--- src/uec_params.svh ---
`ifndef UEC_PARAMS_SVH
`define UEC_PARAMS_SVH

// Read addresses
`define UEC_RD_EP0_SCRATCH 8'hF2
`define UEC_RD_EP0_STATUS  8'hF3
`define UEC_RD_EP2_CONTROL 8'hF4
`define UEC_RD_EP2_TOGGLE  8'hF5
`define UEC_RD_EP2_MAXPKT  8'hF6

// Write addresses
`define UEC_WR_EP0_SCRATCH 8'h72
`define UEC_WR_EP0_STATUS  8'h73
`define UEC_WR_EP2_CONTROL 8'h74
`define UEC_WR_EP2_TOGGLE  8'h75
`define UEC_WR_EP2_MAXPKT  8'h76

// Endpoint 0 status fields
`define UEC_EP0_READY_BIT  0
`define UEC_EP0_STALL_BIT  2
`define UEC_EP0_STAGE_LSB  3

// Endpoint 2 control and toggle fields
`define UEC_EP2_CFG_BIT    7
`define UEC_EP2_STALL_BIT  1
`define UEC_EP2_DIR_BIT    0
`define UEC_EP2_FIXED      5'h0A
`define UEC_TGL_RESET_BIT  0

// Endpoint numbers and sizes
`define UEC_EP0_NUM        4'h0
`define UEC_EP2_NUM        4'h2
`define UEC_EP0_MAX_SIZE   7'h08
`define UEC_CNT_SAT        7'h7F

// Reset values
`define UEC_SCRATCH_RST    7'h00
`define UEC_EP2_MAXPKT_RST 7'h40

`endif

--- src/uec_pkg.sv ---
package uec_pkg;

    typedef enum logic [1:0] {
        UEC_STG_SETUP,
        UEC_STG_DATA,
        UEC_STG_STATUS
    } uec_stage_t;

    typedef enum logic [1:0] {
        UEC_HS_ACK,
        UEC_HS_NAK,
        UEC_HS_STALL
    } uec_hs_t;

endpackage

--- src/uec_ep0_ctrl.sv ---
`include "uec_params.svh"

module uec_ep0_ctrl
    import uec_pkg::*;
(
    // Clock and reset
    input  wire logic clk,
    input  wire logic rst_n,
    input  wire logic bus_rst,
    // USB events
    input  wire logic setup_tok,
    input  wire logic setup_ok,
    input  wire logic has_data,
    input  wire logic dir_in,
    input  wire logic in_tok,
    input  wire logic out_tok,
    input  wire logic rx_accept,
    input  wire logic stall_set_hw,
    // Register writes
    input  wire logic ready_clr_wr,
    input  wire logic stall_set_wr,
    // State
    output logic       setup_ready_reg,
    output logic       stall_reg,
    output uec_stage_t stage_reg,
    output logic       lock_reg,
    output logic       pkt_ready_reg,
    output logic       rd_dir_reg
);

    logic clr_n;
    assign clr_n = rst_n && !bus_rst;

    // A new setup wins over a clear in the same cycle
    always_ff @(posedge clk) begin
        if (!clr_n) begin
            setup_ready_reg <= 1'b0;
        end else if (setup_ok) begin
            setup_ready_reg <= 1'b1;
        end else if (ready_clr_wr) begin
            setup_ready_reg <= 1'b0;
        end
    end

    always_ff @(posedge clk) begin
        if (!clr_n) begin
            lock_reg <= 1'b0;
        end else if (setup_ok) begin
            lock_reg <= 1'b1;
        end else if (ready_clr_wr) begin
            lock_reg <= 1'b0;
        end
    end

    always_ff @(posedge clk) begin
        if (!clr_n) begin
            pkt_ready_reg <= 1'b0;
        end else if (rx_accept) begin
            pkt_ready_reg <= 1'b1;
        end else if (setup_ok || (ready_clr_wr && !rd_dir_reg)) begin
            pkt_ready_reg <= 1'b0;
        end
    end

    always_ff @(posedge clk) begin
        if (!clr_n) begin
            stall_reg <= 1'b0;
        end else if (stall_set_wr || stall_set_hw) begin
            stall_reg <= 1'b1;
        end else if (setup_tok) begin
            stall_reg <= 1'b0;
        end
    end

    always_ff @(posedge clk) begin
        if (!clr_n) begin
            rd_dir_reg <= 1'b0;
        end else if (setup_ok) begin
            rd_dir_reg <= dir_in;
        end
    end

    always_ff @(posedge clk) begin
        if (!clr_n) begin
            stage_reg <= UEC_STG_SETUP;
        end else if (setup_tok) begin
            stage_reg <= UEC_STG_SETUP;
        end else if (setup_ok) begin
            stage_reg <= has_data ? UEC_STG_DATA : UEC_STG_STATUS;
        end else begin
            case (stage_reg)
                UEC_STG_DATA: begin
                    if ((rd_dir_reg && out_tok) || (!rd_dir_reg && in_tok)) begin
                        stage_reg <= UEC_STG_STATUS;
                    end
                end
                default: begin
                    stage_reg <= stage_reg;
                end
            endcase
        end
    end

endmodule

--- src/uec_ep2_bulk.sv ---
`include "uec_params.svh"

module uec_ep2_bulk (
    // Clock and reset
    input  wire logic       clk,
    input  wire logic       rst_n,
    input  wire logic       bus_rst,
    // Register writes
    input  wire logic       ctl_wr,
    input  wire logic       tgl_wr,
    input  wire logic       pld_wr,
    input  wire logic [7:0] wdata,
    // USB events
    input  wire logic       stall_hw,
    input  wire logic       flip,
    // State
    output logic            cfg_reg,
    output logic            stall_reg,
    output logic            dir_reg,
    output logic            toggle_reg,
    output logic [6:0]      pld_reg
);

    logic clr_n;
    assign clr_n = rst_n && !bus_rst;

    always_ff @(posedge clk) begin
        if (!clr_n) begin
            cfg_reg <= 1'b0;
            dir_reg <= 1'b0;
        end else if (ctl_wr) begin
            cfg_reg <= wdata[`UEC_EP2_CFG_BIT];
            dir_reg <= wdata[`UEC_EP2_DIR_BIT];
        end
    end

    // Hardware stall wins over a software write of zero
    always_ff @(posedge clk) begin
        if (!clr_n) begin
            stall_reg <= 1'b0;
        end else if (stall_hw) begin
            stall_reg <= 1'b1;
        end else if (ctl_wr) begin
            stall_reg <= wdata[`UEC_EP2_STALL_BIT];
        end
    end

    always_ff @(posedge clk) begin
        if (!clr_n) begin
            toggle_reg <= 1'b0;
        end else if (tgl_wr && wdata[`UEC_TGL_RESET_BIT]) begin
            toggle_reg <= 1'b0;
        end else if (flip) begin
            toggle_reg <= !toggle_reg;
        end
    end

    always_ff @(posedge clk) begin
        if (!clr_n) begin
            pld_reg <= `UEC_EP2_MAXPKT_RST;
        end else if (pld_wr) begin
            pld_reg <= wdata[6:0];
        end
    end

endmodule

--- src/uec_ep_ctrl_top.sv ---
`include "uec_params.svh"

module uec_ep_ctrl_top
    import uec_pkg::*;
(
    // Clock and reset
    input  wire logic       CLK,
    input  wire logic       RESET_N,
    input  wire logic       USB_BUS_RESET,
    // Microcontroller bus
    input  wire logic       CS_N,
    input  wire logic       RD_N,
    input  wire logic       WR_N,
    input  wire logic [7:0] ADDR,
    input  wire logic [7:0] DATA_IN,
    output logic      [7:0] DATA_OUT,
    output logic            DATA_OE,
    // Interrupt
    input  wire logic       SETUP_INT_EN,
    output logic            IRQ_OUT_N_N,
    // Tokens from the protocol engine
    input  wire logic       TOK_SETUP,
    input  wire logic       TOK_IN,
    input  wire logic       TOK_OUT,
    input  wire logic [3:0] TOK_EP,
    // Setup packet result
    input  wire logic       SETUP_OK,
    input  wire logic       SETUP_HAS_DATA,
    input  wire logic       SETUP_DIR_IN,
    // OUT data packet
    input  wire logic       RX_BYTE,
    input  wire logic       RX_EOP,
    input  wire logic       RX_NO_EOP,
    // IN data packet acknowledged by the host
    input  wire logic       TX_ACKED,
    // Handshake request
    output logic            HS_VALID,
    output logic      [1:0] HS_CODE,
    // Status
    output logic            EP0_PKT_READY,
    output logic            EP0_RX_LOCKED,
    output logic            EP2_RX_PKT_READY,
    output logic            EP2_IN_GRANT,
    output logic            EP2_TOGGLE
);

    // Bus interface
    logic       wr_act;
    logic       wr_prev_reg;
    logic       wr_stb;
    logic       wr_scratch;
    logic       wr_ep0;
    logic       wr_ep2c;
    logic       wr_tgl;
    logic       wr_pld;
    logic       rd_act;
    logic [7:0] rd_data;
    logic [7:0] data_out_reg;
    logic       data_oe_reg;
    logic [6:0] scratch_reg;

    // Transaction tracking
    logic [3:0] cur_ep_reg;
    logic       cur_out_reg;
    logic [6:0] cnt_reg;
    logic       ep0_over;
    logic       ep2_over;
    logic       ep0_ctl_wr_data;
    logic       ep2_on;

    // Handshake and events
    logic       hs_valid_next;
    uec_hs_t    hs_code_next;
    logic       hs_valid_reg;
    uec_hs_t    hs_code_reg;
    logic       ep0_stall_hw;
    logic       ep0_accept;
    logic       ep2_stall_hw;
    logic       ep2_flip;
    logic       ep2_rdy_next;
    logic       ep2_rdy_reg;
    logic       grant_next;
    logic       grant_reg;
    logic       irq_out_n_n_reg;

    // Submodule state
    logic       ep0_ready;
    logic       ep0_stall;
    uec_stage_t ep0_stage;
    logic       ep0_lock;
    logic       ep0_pkt;
    logic       ep0_rd_dir;
    logic       ep2_cfg;
    logic       ep2_stall;
    logic       ep2_dir;
    logic       ep2_tgl;
    logic [6:0] ep2_pld;

    // A write is taken once, on the first cycle the strobe is seen low
    assign wr_act = !CS_N && !WR_N;
    assign wr_stb = wr_act && !wr_prev_reg;
    assign rd_act = !CS_N && !RD_N;

    always_ff @(posedge CLK) begin
        if (!RESET_N) begin
            wr_prev_reg <= 1'b0;
        end else begin
            wr_prev_reg <= wr_act;
        end
    end

    always_comb begin
        wr_scratch = 1'b0;
        wr_ep0     = 1'b0;
        wr_ep2c    = 1'b0;
        wr_tgl     = 1'b0;
        wr_pld     = 1'b0;
        if (!wr_stb) begin
            wr_scratch = 1'b0;
        end else if (ADDR == `UEC_WR_EP0_SCRATCH) begin
            wr_scratch = 1'b1;
        end else if (ADDR == `UEC_WR_EP0_STATUS) begin
            wr_ep0 = 1'b1;
        end else if (ADDR == `UEC_WR_EP2_CONTROL) begin
            wr_ep2c = 1'b1;
        end else if (ADDR == `UEC_WR_EP2_TOGGLE) begin
            wr_tgl = 1'b1;
        end else if (ADDR == `UEC_WR_EP2_MAXPKT) begin
            wr_pld = 1'b1;
        end
    end

    // Scratch has no effect on anything else in the block
    always_ff @(posedge CLK) begin
        if (!RESET_N || USB_BUS_RESET) begin
            scratch_reg <= `UEC_SCRATCH_RST;
        end else if (wr_scratch) begin
            scratch_reg <= DATA_IN[6:0];
        end
    end

    always_comb begin
        rd_data = 8'h00;
        if (ADDR == `UEC_RD_EP0_SCRATCH) begin
            rd_data = {1'b0, scratch_reg};
        end else if (ADDR == `UEC_RD_EP0_STATUS) begin
            rd_data = {3'b000, 2'(ep0_stage), ep0_stall, 1'b0, ep0_ready};
        end else if (ADDR == `UEC_RD_EP2_CONTROL) begin
            rd_data = {ep2_cfg, `UEC_EP2_FIXED, ep2_stall, ep2_dir};
        end else if (ADDR == `UEC_RD_EP2_TOGGLE) begin
            rd_data = {7'h00, ep2_tgl};
        end else if (ADDR == `UEC_RD_EP2_MAXPKT) begin
            rd_data = {1'b0, ep2_pld};
        end
    end

    always_ff @(posedge CLK) begin
        if (!RESET_N) begin
            data_out_reg <= 8'h00;
            data_oe_reg  <= 1'b0;
        end else begin
            data_out_reg <= rd_act ? rd_data : 8'h00;
            data_oe_reg  <= rd_act;
        end
    end

    // Endpoint of the OUT transaction in progress
    always_ff @(posedge CLK) begin
        if (!RESET_N || USB_BUS_RESET) begin
            cur_ep_reg  <= `UEC_EP0_NUM;
            cur_out_reg <= 1'b0;
        end else if (TOK_OUT) begin
            cur_ep_reg  <= TOK_EP;
            cur_out_reg <= 1'b1;
        end else if (TOK_IN || TOK_SETUP || RX_EOP || RX_NO_EOP) begin
            cur_out_reg <= 1'b0;
        end
    end

    // Saturates at 7F so a runaway packet reads as oversize, except on endpoint 2 with a limit of 7F
    always_ff @(posedge CLK) begin
        if (!RESET_N || USB_BUS_RESET) begin
            cnt_reg <= 7'h00;
        end else if (TOK_OUT) begin
            cnt_reg <= 7'h00;
        end else if (RX_BYTE && cur_out_reg && cnt_reg != `UEC_CNT_SAT) begin
            cnt_reg <= cnt_reg + 7'h01;
        end
    end

    assign ep0_over = cnt_reg > `UEC_EP0_MAX_SIZE;
    assign ep2_over = cnt_reg > ep2_pld;
    assign ep0_ctl_wr_data = (ep0_stage == UEC_STG_DATA) && !ep0_rd_dir;
    assign ep2_on = ep2_cfg;

    always_comb begin
        hs_valid_next = 1'b0;
        hs_code_next  = UEC_HS_ACK;
        ep0_stall_hw  = 1'b0;
        ep0_accept    = 1'b0;
        ep2_stall_hw  = 1'b0;
        ep2_flip      = 1'b0;
        ep2_rdy_next  = 1'b0;
        grant_next    = 1'b0;
        if (cur_out_reg && RX_NO_EOP) begin
            if (cur_ep_reg == `UEC_EP0_NUM && ep0_ctl_wr_data) begin
                ep0_stall_hw = 1'b1;
            end
        end else if (cur_out_reg && RX_EOP) begin
            if (cur_ep_reg == `UEC_EP0_NUM) begin
                hs_valid_next = 1'b1;
                if (ep0_ctl_wr_data && ep0_over) begin
                    ep0_stall_hw = 1'b1;
                    hs_code_next = UEC_HS_STALL;
                end else if (ep0_stall) begin
                    hs_code_next = UEC_HS_STALL;
                end else if (ep0_lock) begin
                    hs_code_next = UEC_HS_NAK;
                end else begin
                    ep0_accept = 1'b1;
                end
            end else if (cur_ep_reg == `UEC_EP2_NUM && ep2_on && !ep2_dir) begin
                hs_valid_next = 1'b1;
                if (ep2_stall || ep2_over) begin
                    ep2_stall_hw = ep2_over;
                    hs_code_next = UEC_HS_STALL;
                end else begin
                    ep2_rdy_next = 1'b1;
                    ep2_flip     = 1'b1;
                end
            end
        end else if (TOK_IN) begin
            if (TOK_EP == `UEC_EP0_NUM && ep0_stall) begin
                hs_valid_next = 1'b1;
                hs_code_next  = UEC_HS_STALL;
            end else if (TOK_EP == `UEC_EP2_NUM && ep2_on && ep2_dir) begin
                if (ep2_stall) begin
                    hs_valid_next = 1'b1;
                    hs_code_next  = UEC_HS_STALL;
                end else begin
                    grant_next = 1'b1;
                end
            end
        end else if (TX_ACKED && ep2_on && ep2_dir) begin
            ep2_flip = 1'b1;
        end
    end

    always_ff @(posedge CLK) begin
        if (!RESET_N || USB_BUS_RESET) begin
            hs_valid_reg <= 1'b0;
            hs_code_reg  <= UEC_HS_ACK;
            ep2_rdy_reg  <= 1'b0;
            grant_reg    <= 1'b0;
        end else begin
            hs_valid_reg <= hs_valid_next;
            hs_code_reg  <= hs_code_next;
            ep2_rdy_reg  <= ep2_rdy_next;
            grant_reg    <= grant_next;
        end
    end

    // Only setup-ready reaches the pin; endpoint 2 events never do
    always_ff @(posedge CLK) begin
        if (!RESET_N) begin
            irq_out_n_n_reg <= 1'b1;
        end else begin
            irq_out_n_n_reg <= !(ep0_ready && SETUP_INT_EN);
        end
    end

    uec_ep0_ctrl u_ep0 (
        .clk             (CLK),
        .rst_n           (RESET_N),
        .bus_rst         (USB_BUS_RESET),
        .setup_tok       (TOK_SETUP && TOK_EP == `UEC_EP0_NUM),
        .setup_ok        (SETUP_OK),
        .has_data        (SETUP_HAS_DATA),
        .dir_in          (SETUP_DIR_IN),
        .in_tok          (TOK_IN && TOK_EP == `UEC_EP0_NUM),
        .out_tok         (TOK_OUT && TOK_EP == `UEC_EP0_NUM),
        .rx_accept       (ep0_accept),
        .stall_set_hw    (ep0_stall_hw),
        .ready_clr_wr    (wr_ep0 && DATA_IN[`UEC_EP0_READY_BIT]),
        .stall_set_wr    (wr_ep0 && DATA_IN[`UEC_EP0_STALL_BIT]),
        .setup_ready_reg (ep0_ready),
        .stall_reg       (ep0_stall),
        .stage_reg       (ep0_stage),
        .lock_reg        (ep0_lock),
        .pkt_ready_reg   (ep0_pkt),
        .rd_dir_reg      (ep0_rd_dir)
    );

    uec_ep2_bulk u_ep2 (
        .clk        (CLK),
        .rst_n      (RESET_N),
        .bus_rst    (USB_BUS_RESET),
        .ctl_wr     (wr_ep2c),
        .tgl_wr     (wr_tgl),
        .pld_wr     (wr_pld),
        .wdata      (DATA_IN),
        .stall_hw   (ep2_stall_hw),
        .flip       (ep2_flip),
        .cfg_reg    (ep2_cfg),
        .stall_reg  (ep2_stall),
        .dir_reg    (ep2_dir),
        .toggle_reg (ep2_tgl),
        .pld_reg    (ep2_pld)
    );

    assign DATA_OUT         = data_out_reg;
    assign DATA_OE          = data_oe_reg;
    assign IRQ_OUT_N_N           = irq_out_n_n_reg;
    assign HS_VALID         = hs_valid_reg;
    assign HS_CODE          = 2'(hs_code_reg);
    assign EP0_PKT_READY    = ep0_pkt;
    assign EP0_RX_LOCKED    = ep0_lock;
    assign EP2_RX_PKT_READY = ep2_rdy_reg;
    assign EP2_IN_GRANT     = grant_reg;
    assign EP2_TOGGLE       = ep2_tgl;

endmodule

--- config.mk ---
export PLATFORM = sky130hd
export DESIGN_NAME = uec_ep_ctrl_top
export DESIGN_NICKNAME = d
export VERILOG_FILES = /design/src/uec_pkg.sv /design/src/uec_ep0_ctrl.sv /design/src/uec_ep2_bulk.sv /design/src/uec_ep_ctrl_top.sv
export VERILOG_INCLUDE_DIRS = /design/src
export SDC_FILE = /design/constraint.sdc
export NUM_CORES = 1
export LEC_CHECK = 0
export BUFFER_PORTS_ARGS = -buffer_cell sky130_fd_sc_hd__buf_2
export CAP_MARGIN = 40
export CORE_MARGIN = 2
export CORE_UTILIZATION = 58
export CTS_CLUSTER_SIZE = 16
export DETAILED_ROUTE_END_ITERATION = 12
export HOLD_SLACK_MARGIN = 0.06
export PLACE_DENSITY = 0.91
export SETUP_SLACK_MARGIN = 0.4
export SYNTH_ARGS = -nofsm -noshare
export SYNTH_HDL_FRONTEND = slang
export SYNTH_SLANG_ARGS = --single-unit
export TNS_END_PERCENT = 100
--- constraint.sdc ---
create_clock -name CLK -period 3.4 [get_ports CLK]
set_input_delay 0.17 -clock CLK [delete_from_list [all_inputs] [get_ports CLK]]
set_output_delay 0.17 -clock CLK [all_outputs]
set_load 0.005 [all_outputs]
== Word-level counts from Yosys, hierarchy flattened ==
Index checks and enable logic that the tools add are counted.

* $lt $le $gt $ge: 2
* Bitwise logic cells: 6
* Equality and inequality tests: 14
* Multiplexer cells: 81
* Reductions and logical operators: 64
* Add/sub/neg operators: 1

{| class="wikitable"
|+ Operators by type and width
! operator !! number
|-
| $mux W1 || 62
|-
| $eq A8 B7 Y1 const B || 5
|-
| $eq A8 B8 Y1 const B || 5
|-
| $logic_and A1 B1 Y1 || 28
|-
| $mux W2 || 14
|-
| $mux W7 || 4
|-
| $reduce_bool A2 Y1 || 7
|-
| $logic_not A1 Y1 || 10
|-
| $eq A4 B2 Y1 const B || 2
|-
| $logic_not A4 Y1 || 2
|-
| $logic_or A1 B1 Y1 || 8
|-
| $mux W8 || 1
|-
| $reduce_or A2 Y1 || 4
|-
| $add A7 B1 Y7 const B || 1
|-
| $gt A7 B4 Y1 const B || 1
|-
| $gt A7 B7 Y1 || 1
|-
| $ne A7 B7 Y1 const B || 1
|-
| $not A1 Y1 || 6
|-
| $reduce_or A6 Y1 || 1
|-
| $reduce_and A2 Y1 || 2
|-
| $reduce_or A4 Y1 || 1
|-
| $reduce_or A3 Y1 || 1
|-
| $eq A2 B1 Y1 const B || 1
|}

* Output and inout port bits: 18
* Input port bits: 37
* Register bits after elaboration: 52
* Logic and storage cells: 191

== Depth between registers and ports, before layout ==
Gate-level depths: netlist of run 1.

* Depth in word-level cells: 9
* Gate-level depth with buffers: 7
* Depth with buffers taken out: 7

== Hierarchy ==
From an unflattened synthesis of run 1, not the netlist that was laid out.

* Cell total of the unflattened synthesis: 290
* Area, all modules: 2,617.5 um^2

{| class="wikitable"
|+ Modules (own cells, without submodules)
! module !! times used !! area an instance (um^2) !! cells an instance !! seq. area each (um^2)
|-
| uec_ep_ctrl_top || 1 || 1,955.6 || 226 || 700.7
|-
| uec_ep2_bulk || 1 || 417.9 || 37 || 220.2
|-
| uec_ep0_ctrl || 1 || 244.0 || 27 || 120.1
|}

== Least setup slack after synthesis of run 1 ==
No wires, ideal clock.

* Path type: register -> register
* Start: register cnt_reg[0]
* End: register u_ep0.pkt_ready_reg
* Setup time: 0.069 ns
* Buffers on the path: 0
* Arrival time: 1.595 ns
* Clock period less this slack: 1.664 ns
* Path slack: 1.736 ns
* Stages on the path, launching flop included: 8
* Required time: 3.331 ns
* Path through: dfxtp_1 -> inv_1 -> ha_1 -> nand2b_4 -> a2111oi_4 -> o21bai_1 -> or4_1 -> o21ai_1

* Word-level cells in the longest chain between the ends: 7
* Elaborated cells on any way between the ends: 8
* Those cells by class: order compare: 1; mux: 5; reduce/logical: 2

{| class="wikitable"
|+ RTL lines
! item !! RTL line !! text
|-
| from (decl) || uec_ep_ctrl_top.sv:65 || <nowiki>logic [6:0] cnt_reg;</nowiki>
|-
| from (signal assigned) || uec_ep_ctrl_top.sv:187 || <nowiki>cnt_reg <= cnt_reg + 7'h01;</nowiki>
|-
| $gt A7 B4 Y1 (no line) (*) || - ||
|-
| $logic_and A1 B1 Y1 (*) || uec_ep_ctrl_top.sv:212 || <nowiki>if (ep0_ctl_wr_data && ep0_over) begin</nowiki>
|-
| $mux W1 (*) || uec_ep_ctrl_top.sv:212 ||
|-
| $mux W1 (*) || uec_ep_ctrl_top.sv:210 || <nowiki>if (cur_ep_reg == `UEC_EP0_NUM) begin</nowiki>
|-
| $mux W1 (*) || uec_ep_ctrl_top.sv:209 || <nowiki>end else if (cur_out_reg && RX_EOP) begin</nowiki>
|-
| $mux W1 (*) || uec_ep_ctrl_top.sv:205 || <nowiki>if (cur_out_reg && RX_NO_EOP) begin</nowiki>
|-
| $mux W1 / $reduce_bool A2 Y1 (equally long branches) || - ||
|-
| to (signal assigned) || uec_ep0_ctrl.sv:57 || <nowiki>pkt_ready_reg <= 1'b0;</nowiki>
|-
| to (signal assigned) || uec_ep0_ctrl.sv:59 || <nowiki>pkt_ready_reg <= 1'b1;</nowiki>
|-
| to (signal assigned) || uec_ep0_ctrl.sv:61 || <nowiki>pkt_ready_reg <= 1'b0;</nowiki>
|-
| to (decl) || uec_ep0_ctrl.sv:27 || <nowiki>output logic pkt_ready_reg,</nowiki>
|}

Every way passes the cells marked *; elsewhere a longest branch is shown, timed or not.
A chain may end at the register's enable or synchronous reset.

== Worst setup path after layout of run 1 ==
* Start: input WR_N
* End: register scratch_reg[3]

* Word-level cells in the longest chain between the ends: 4

{| class="wikitable"
|+ RTL lines
! item !! RTL line !! text
|-
| from (decl) || uec_ep_ctrl_top.sv:13 || <nowiki>input wire logic WR_N,</nowiki>
|-
| $logic_not A1 Y1 || uec_ep_ctrl_top.sv:100 || <nowiki>assign wr_act = !CS_N && !WR_N;</nowiki>
|-
| $logic_and A1 B1 Y1 || uec_ep_ctrl_top.sv:100 ||
|-
| $logic_and A1 B1 Y1 || uec_ep_ctrl_top.sv:101 || <nowiki>assign wr_stb = wr_act && !wr_prev_reg;</nowiki>
|-
| $mux W1 || uec_ep_ctrl_top.sv:118 || <nowiki>if (!wr_stb) begin</nowiki>
|-
| to (signal assigned) || uec_ep_ctrl_top.sv:136 || <nowiki>scratch_reg <= `UEC_SCRATCH_RST;</nowiki>
|-
| to (signal assigned) || uec_ep_ctrl_top.sv:138 || <nowiki>scratch_reg <= DATA_IN[6:0];</nowiki>
|-
| to (decl) || uec_ep_ctrl_top.sv:60 || <nowiki>logic [6:0] scratch_reg;</nowiki>
|}

No other way between the ends.

==> out/results.txt, run 1 <==
The overflow left after global routing is 0. The detailed router placed 2305 vias in this run. The netlist area before placement is 0.002466 mm^2, and the starting utilization of the core area is 60.78%. After detailed routing, the total wire length is 5944 um. Mean instance size in the synthesized netlist: 8.533 um^2. After synthesis, flip-flops and latches occupy 42.21% of the total area. For the design area, the log shows 0.002924 mm^2. The mean routed wirelength per cell is 15.01 um. The commonest cells after synthesis are 52 x sky130_fd_sc_hd__dfxtp_1, 40 x sky130_fd_sc_hd__nor2_1, 28 x sky130_fd_sc_hd__nand2_1.

Of all flip-flops after synthesis, the portion carrying an async set or reset was 0%. The flow ran to the end, and the final reports show no timing, DRC or antenna violations. By instance count, the leading cell after synthesis is sky130_fd_sc_hd__dfxtp_1. The total global routing track utilization is 25.29%, and the count of warnings emitted by yosys is 0. The number of buffer cells added on primary ports is 54. In the routed design, unresolved DRC markers number 0. Once the clock tree was built, the resizer swapped 0 gates to a different size. Derived from the worst setup path, the maximum achievable clock frequency is 487.5 MHz. The detailed router finished its first iteration with 141 violations. The share of cells above drive strength 1 was 20.23%; the number of cells in the finished layout apart from fillers was 396.

STA classifies the critical path endpoint as a register. The number of nets in the synthesized netlist was 335; the deepest clock path buffer count was 2. 0 antenna diodes ended up in the layout.

The wire length of the first global-routing pass was 9984 um; the number of max-slew violations in the final report was 0. Once placement completed, the tool counted placed cells totaling 386. The number of flip-flops under the largest register name came out at 8. The number of hold buffers added after CTS was 2. Type of the setup path with the least slack: input port to register.

The clock arrives with 0.008822 ns of skew. Final hold analysis gives a worst-case slack of 0.07587 ns. Dividing the detail-routed via count by the number of cells gives 5.821. Minimum setup slack among reg-to-reg paths: 1.50 ns. TritonCTS built the clock tree. At the worst endpoint, the required time is 3.60 ns. For the synthesized instance count, the log shows 289.

Setup repair after global routing left no endpoint under its margin. In this run the worst path has a maximum fanout of 13. From synthesis to final layout, the design area changed by 18.57%.

The floorplan step defined a die boundary enclosing 0.004789 mm^2. The cell accounting for the most synthesized area is sky130_fd_sc_hd__dfxtp_1. The area share of the largest cell type after synthesis came out at 42.21%. The arrival time of data at the critical path endpoint was 2.25 ns. The tools report the number of distinct library cell variants in the gate-level netlist after synthesis as 46.

Detailed placement ended at an HPWL of 4509 um. The worst path uses 60.33% of the clock period. At the pin with the least slew margin, the transition time is 0.6582 ns.

The clock-pin slew on the worst setup and hold paths was 0.10 ns; the remaining number of nets flagged by the antenna check after routing was 0. Post-CTS timing repair inserted 0 buffers for setup. Max-cap violations in this run came to 0.

The H-tree generated during clock tree synthesis spans 2 levels. The routability congestion estimate from global placement was 0.9345. The worst register-to-register path ends at cnt_reg[4]$_SDFFE_PP0P_. In the post-synthesis netlist, the biggest area contributors are sky130_fd_sc_hd__dfxtp_1 42%, sky130_fd_sc_hd__mux2i_1 7.3%, sky130_fd_sc_hd__nor2_1 6.1%, sky130_fd_sc_hd__ha_1 4.6%, sky130_fd_sc_hd__nand2_1 4.3%. The critical path ends at scratch_reg[3]$_SDFFE_PN0P_. The number of global-route vias before repair came out at 2248. VDD sags by at most 0.3592 mV. In this run, CTS created clock tree buffers numbering 5.

The floorplan has 23 rows. The relative slew slack is 55.92%. The worst min-delay path category was input port to register. The number of cell instances on the worst register-to-register path was 6; the post-place instance area was 0.002793 mm^2. The startpoint identified for the worst register-to-register timing path is cnt_reg[0]$_SDFFE_PP0P_. The later pin in the worst-skew pair is clocked with a latency of 0.30 ns.

The total power divided by cell area was 384.8 mW/mm^2. Counting I/O delays and the setup requirement, the final critical path takes 2.051 ns. The tools report the clock root buffer master as sky130_fd_sc_hd__clkbuf_8.

The die extent in x was 69.21 um; the pin count of the biggest net entering global routing was 22. CTS saw 52 sinks. The floorplan step set the die height to 69.21 um. The number of nets in the layout is 391, and the final-report hold violation count is 0. The area of the placeable core is 0.004058 mm^2, and the total leakage power is 1.265 nW. Total power for the finished layout comes to 1.125 mW.

The most used flip-flop cell after synthesis is sky130_fd_sc_hd__dfxtp_1. Setup violations remaining at the end of the flow were counted as 0. 55 I/O pins were placed. Summed over all failing endpoints, the final setup total negative slack is 0 ns. The launch point of the critical path is WR_N. The number of synthesized flops with an enable pin came out at 0. The worst setup path is launched from an input port. The run gives 0 as the initial antenna violation count. The detailed-router iteration count before antenna repair came out at 4. After synthesis the netlist holds a flip-flop and latch count of 52.
-- cells in the final DEF (no fill, tap or decap), drive strengths merged, types with 5 or more instances in the layout --
| cell type | Yosys | final |
|---|---|---|
| nand4 | 7 | 7 |
| nand2 | 28 | 28 |
| clkbuf | 6 | 5 |
| o21ai | 11 | 11 |
| nor2 | 40 | 40 |
| inv | 16 | 16 |
| dfxtp | 52 | 52 |
| nand2b | 7 | 7 |
| buf | 2 | 55 |
| nor3 | 7 | 7 |
| nand3 | 16 | 16 |
| a21oi | 18 | 18 |
| mux2i | 18 | 18 |
| ha | 9 | 9 |
-- worst max-delay path: stages --
cell and delay [ns]:
sky130_fd_sc_hd__dlygate4sd3_1 0.54, sky130_fd_sc_hd__buf_2 0.13, sky130_fd_sc_hd__nor4_1 0.22, sky130_fd_sc_hd__and4_1 0.52, sky130_fd_sc_hd__nand3_2 0.34, sky130_fd_sc_hd__mux2i_1 0.25, sky130_fd_sc_hd__nor2_1 0.07
-- power breakdown --
group	leakage [nW]	internal (mW)	total, mW	switching (mW)
clock network	0.0541	0.218	0.420	0.202
registers	0.420	0.614	0.619	0.00512
logic	0.791	0.0368	0.0863	0.0495
-- metal layers --
layer | track usage [%] | routed length, um | vias up | share of wire [%]
li1 | - | - | 1133 | -
met1 | 33.21 | 2613 | 1070 | 44
met2 | 40.92 | 2845 | 90 | 48
met3 | 4.506 | 382 | 12 | 6.4
met4 | 10.89 | 102 | 0 | 1.7
met5 | 0 | 0 | - | 0
-- kinds of logic after synthesis --
kind of cell	share of synthesized area, %
compound gates	12.84
xor+xnor	1.776
flops	42.21
buf+inv	3.805
simple gates	27.04
fa+ha+maj	4.566
mux	7.762
-- worst min path at each step --
stage	startpoint	endpoint	depth (start not counted)
2_1_floorplan	WR_N	wr_prev_reg$_SDFF_PN0_	1
3_3_place_gp	WR_N	wr_prev_reg$_SDFF_PN0_	2
3_5_place_dp	WR_N	wr_prev_reg$_SDFF_PN0_	2
4_1_cts	SETUP_HAS_DATA	u_ep0.stage_reg[1]$_SDFFE_PP0P_	2
5_1_grt	SETUP_HAS_DATA	u_ep0.stage_reg[1]$_SDFFE_PP0P_	2
6_report	RESET_N	IRQ_OUT_N_N$_SDFF_PN1_	2
-- layout make-up --
cell class              count  area (um^2)
clock inverters             3        42.54
fillers                   318         1134
repair buffers             57        317.8
inverters                  16        60.06
multi-input cells         213         1331
flip-flops and latches     52         1041
well taps                  50        62.56
clock buffers               5        68.82
-- through the flow --
step           setup slack, ns  util [%]
4_1_cts                  1.395     72.06
5_1_grt                  1.245     72.06
6_report                 1.349     72.06
3_5_place_dp             1.571     68.83
2_1_floorplan            1.736         -
3_3_place_gp             1.608     68.15
(Power assumes the default switching activity.)
==> run 2, diff against run 1 <==
- CORE_UTILIZATION: 58 -> 48
- PLACE_DENSITY: 0.91 -> 0.81
- clock period: 3.4 -> 1.8 ns (I/O delays scaled with it)
==> run 2 against run 1 <==
  * Critical path depth increased by 1
  * Global-route usage decreased by 0.29 points
  * Register-to-register slack got worse by 1.4 ns
  * Die area increased by 20%
  * Largest cell class unchanged
==> out/results.txt, run 2 (synthesized netlist as in run 1, its figures left out) <==
The flow ran to the end, and the final reports show no timing, DRC or antenna violations. Across the run, the number of max-cap violations was 0. For the multi-input combinational cell area, the log shows 0.001543 mm^2. The initial antenna violation count came out at 0.

The number of global-route vias before repair is 2385. The design area is 0.003468 mm^2. The antenna cell count is 0, and the setup total negative slack is 0 ns. The number of cell instances on the worst register-to-register path came out at 8. The tools report the internal power contribution as 1.530 mW.

Port buffering added 54 buffers. STA classifies the critical path endpoint as a register. The detailed router finished its first iteration with 221 violations.

TritonCTS built the clock tree. The detailed router placed 2547 vias in this run. The critical path is of the register to register type. Of the total power, the clock network draws 33.5%. Counting the fill cells in the layout gives 367. Number of max-slew violations in the final report: 0.

For this run the aggregate overflow at the end of global routing stands at 0. Relative to the synthesized area, the layout overhead comes to 40.64%. In this run the worst path has a maximum fanout of 3. In this run the remaining antenna-violating nets after routing total 0.

After detailed routing, the total wire length is 7072 um. Setup repair after global routing could not meet its margin everywhere. Summed over all nets, the half-perimeter wirelength after detailed placement is 4753 um. Clock-pin slew was measured on the worst setup and hold paths at 0.10 ns. Leaving out fill and tap cells, the most frequent cell in the layout is sky130_fd_sc_hd__buf_2. In the final layout, the share of cells above drive strength 1 is 35.08%.

The core region is 0.005042 mm^2. The logs give 18 for the pin count of the biggest net entering global routing and 0.005727 mm^2 for the die footprint. The logs give 55 for the I/O pin total and 0 for the final-report hold violation count. Static timing analysis puts the maximum clock frequency at 594.8 MHz. In this run the cell area measured after placement is 0.002912 mm^2. In the final layout, flip-flops and latches occupy 0.001064 mm^2.

Summed over all nets, the switching power comes to 0.5347 mW. The arrival time of data at the critical path endpoint is 1.85 ns, and the number of flip-flops under the largest register name is 8. Total global routing track utilization: 25.00%. After detailed routing, the number of remaining DRC violations is 0. The total power divided by cell area came out at 595.2 mW/mm^2. In the layout the commonest cells are 54 x sky130_fd_sc_hd__buf_2, 40 x sky130_fd_sc_hd__nor2_1, 38 x sky130_fd_sc_hd__dfxtp_1, 26 x sky130_fd_sc_hd__nand2_1. Counting instances, the worst hold path has a depth of 3.

Of the total power, the share spent switching nets is 25.90%. For the worst setup path, the data required time is 1.97 ns. The die is 75.68 um tall.

The worst min-delay path category was input port to register. The clock arrives with 0.01008 ns of skew. After detailed routing, the number of vias per cell comes to 5.635.

The run gives 0 as the count of endpoints failing setup in the final report. The tree is rooted in a sky130_fd_sc_hd__clkbuf_8. The first global-routing pass estimated 10800 um of wire.

For the worst-skew pair, the clock arrives at the later sink with an insertion delay of 0.32 ns. The congestion estimate from routability-driven global placement came to 0.9133. The H-tree was split into 2 levels. In this run, flip-flops and latches consume 56.5% of the power.

Measured slew at the worst slew-check pin: 0.6561 ns. The net count of the finished layout is 427. The deepest clock path buffer count is 2, and the relative slew slack is 56.26%.

Dividing the final minimum period by the clock period gives 93.40%. The starting utilization of the core area is 48.91%. In this run, the combinational gates consume 10.0% of the power. VDD sags by at most 0.5747 mV.

The clock sink count came out at 52. In the final routed layout, each cell accounts on average for 15.65 um. The first detailed-routing pass ran for 6 iterations. Row generation in the floorplan step produced 26 rows.

In this run, CTS created clock tree buffers numbering 5. The die extent in x works out to 75.68 um. The tools report the total leakage power as 1.440 nW. Critical path launch point type: a register. The minimum clock period works out to 1.681 ns.
[run 2: what timing repair did]
action	4_1_cts	5_1_grt
pin swaps	14	11
gates cloned	1	0
gates resized for setup	27	15
endpoints found under the hold margin	18	0
hold buffers	14	0
endpoints found under the setup margin	29	30
buffers inserted	10	5
[run 2: worst paths after layout]
kind / start / to / slack [ns]
hold / removal: RESET_N / wr_prev_reg$_SDFF_PN0_ / 0.05
hold reg to reg: u_ep2.pld_reg[5]$_SDFFE_PN0P_ / u_ep2.pld_reg[5]$_SDFFE_PN0P_ / 0.47
setup reg to reg: cnt_reg[0]$_SDFFE_PP0P_ / u_ep0.stall_reg$_SDFFE_PN0P_ / 0.12
setup / recovery: cnt_reg[0]$_SDFFE_PP0P_ / u_ep0.stall_reg$_SDFFE_PN0P_ / 0.12
[run 2: layout make-up]
| cell class | count | share of cell area [%] |
|---|---|---|
| clock inverters | 3 | 0.6854 |
| multi-input cells | 214 | 44.48 |
| repair buffers | 92 | 17.93 |
| well taps | 70 | 2.525 |
| flip-flops and latches | 52 | 30.66 |
| inverters | 16 | 1.732 |
| clock buffers | 5 | 1.984 |
[run 2: worst max-delay path: stages, from the launching register on]
cell,delay (ns)
sky130_fd_sc_hd__dfxtp_2,0.34
sky130_fd_sc_hd__inv_2,0.09
sky130_fd_sc_hd__ha_4,0.14
sky130_fd_sc_hd__nand2b_4,0.06
sky130_fd_sc_hd__a2111oi_4,0.33
sky130_fd_sc_hd__buf_4,0.18
sky130_fd_sc_hd__and2b_1,0.17
sky130_fd_sc_hd__o21ai_1,0.14
sky130_fd_sc_hd__a31oi_1,0.09
[run 2: power groups by stage]
stage / Clock, mW / Sequential [mW] / Combinational [mW]
global route: 0.721 / 1.17 / 0.225
CTS: 0.686 / 1.16 / 0.194
floorplan: 0 / 1.19 / 0.0764
global placement: 0 / 1.19 / 0.160
detailed placement: 0 / 1.19 / 0.161
finish: 0.692 / 1.17 / 0.207
[run 2: through the flow]
step / utilization, % / std cells / power (mW) / setup WS [ns] / hold slack [ns]
floorplan: - / 289 / 1.269 / 0.2544 / 0.1624
global route: 68.78 / 452 / 2.113 / 0.04349 / 0.07903
CTS: 66.40 / 447 / 2.044 / 0.1580 / 0.06109
finish: 68.78 / 452 / 2.064 / 0.1187 / 0.04847
global placement: 57.74 / 414 / 1.354 / 0.1813 / 0.2661
detailed placement: 57.74 / 414 / 1.356 / 0.1507 / 0.2739
[run 2: metal layers]
layer  global-route usage (%)  up-vias  share of wire, %
met5                        0        -                 0
met4                    11.11        0               2.3
met3                    3.968       19               5.9
met2                    40.87      108                48
met1                    32.62     1201                43
li1                         -     1219                 -
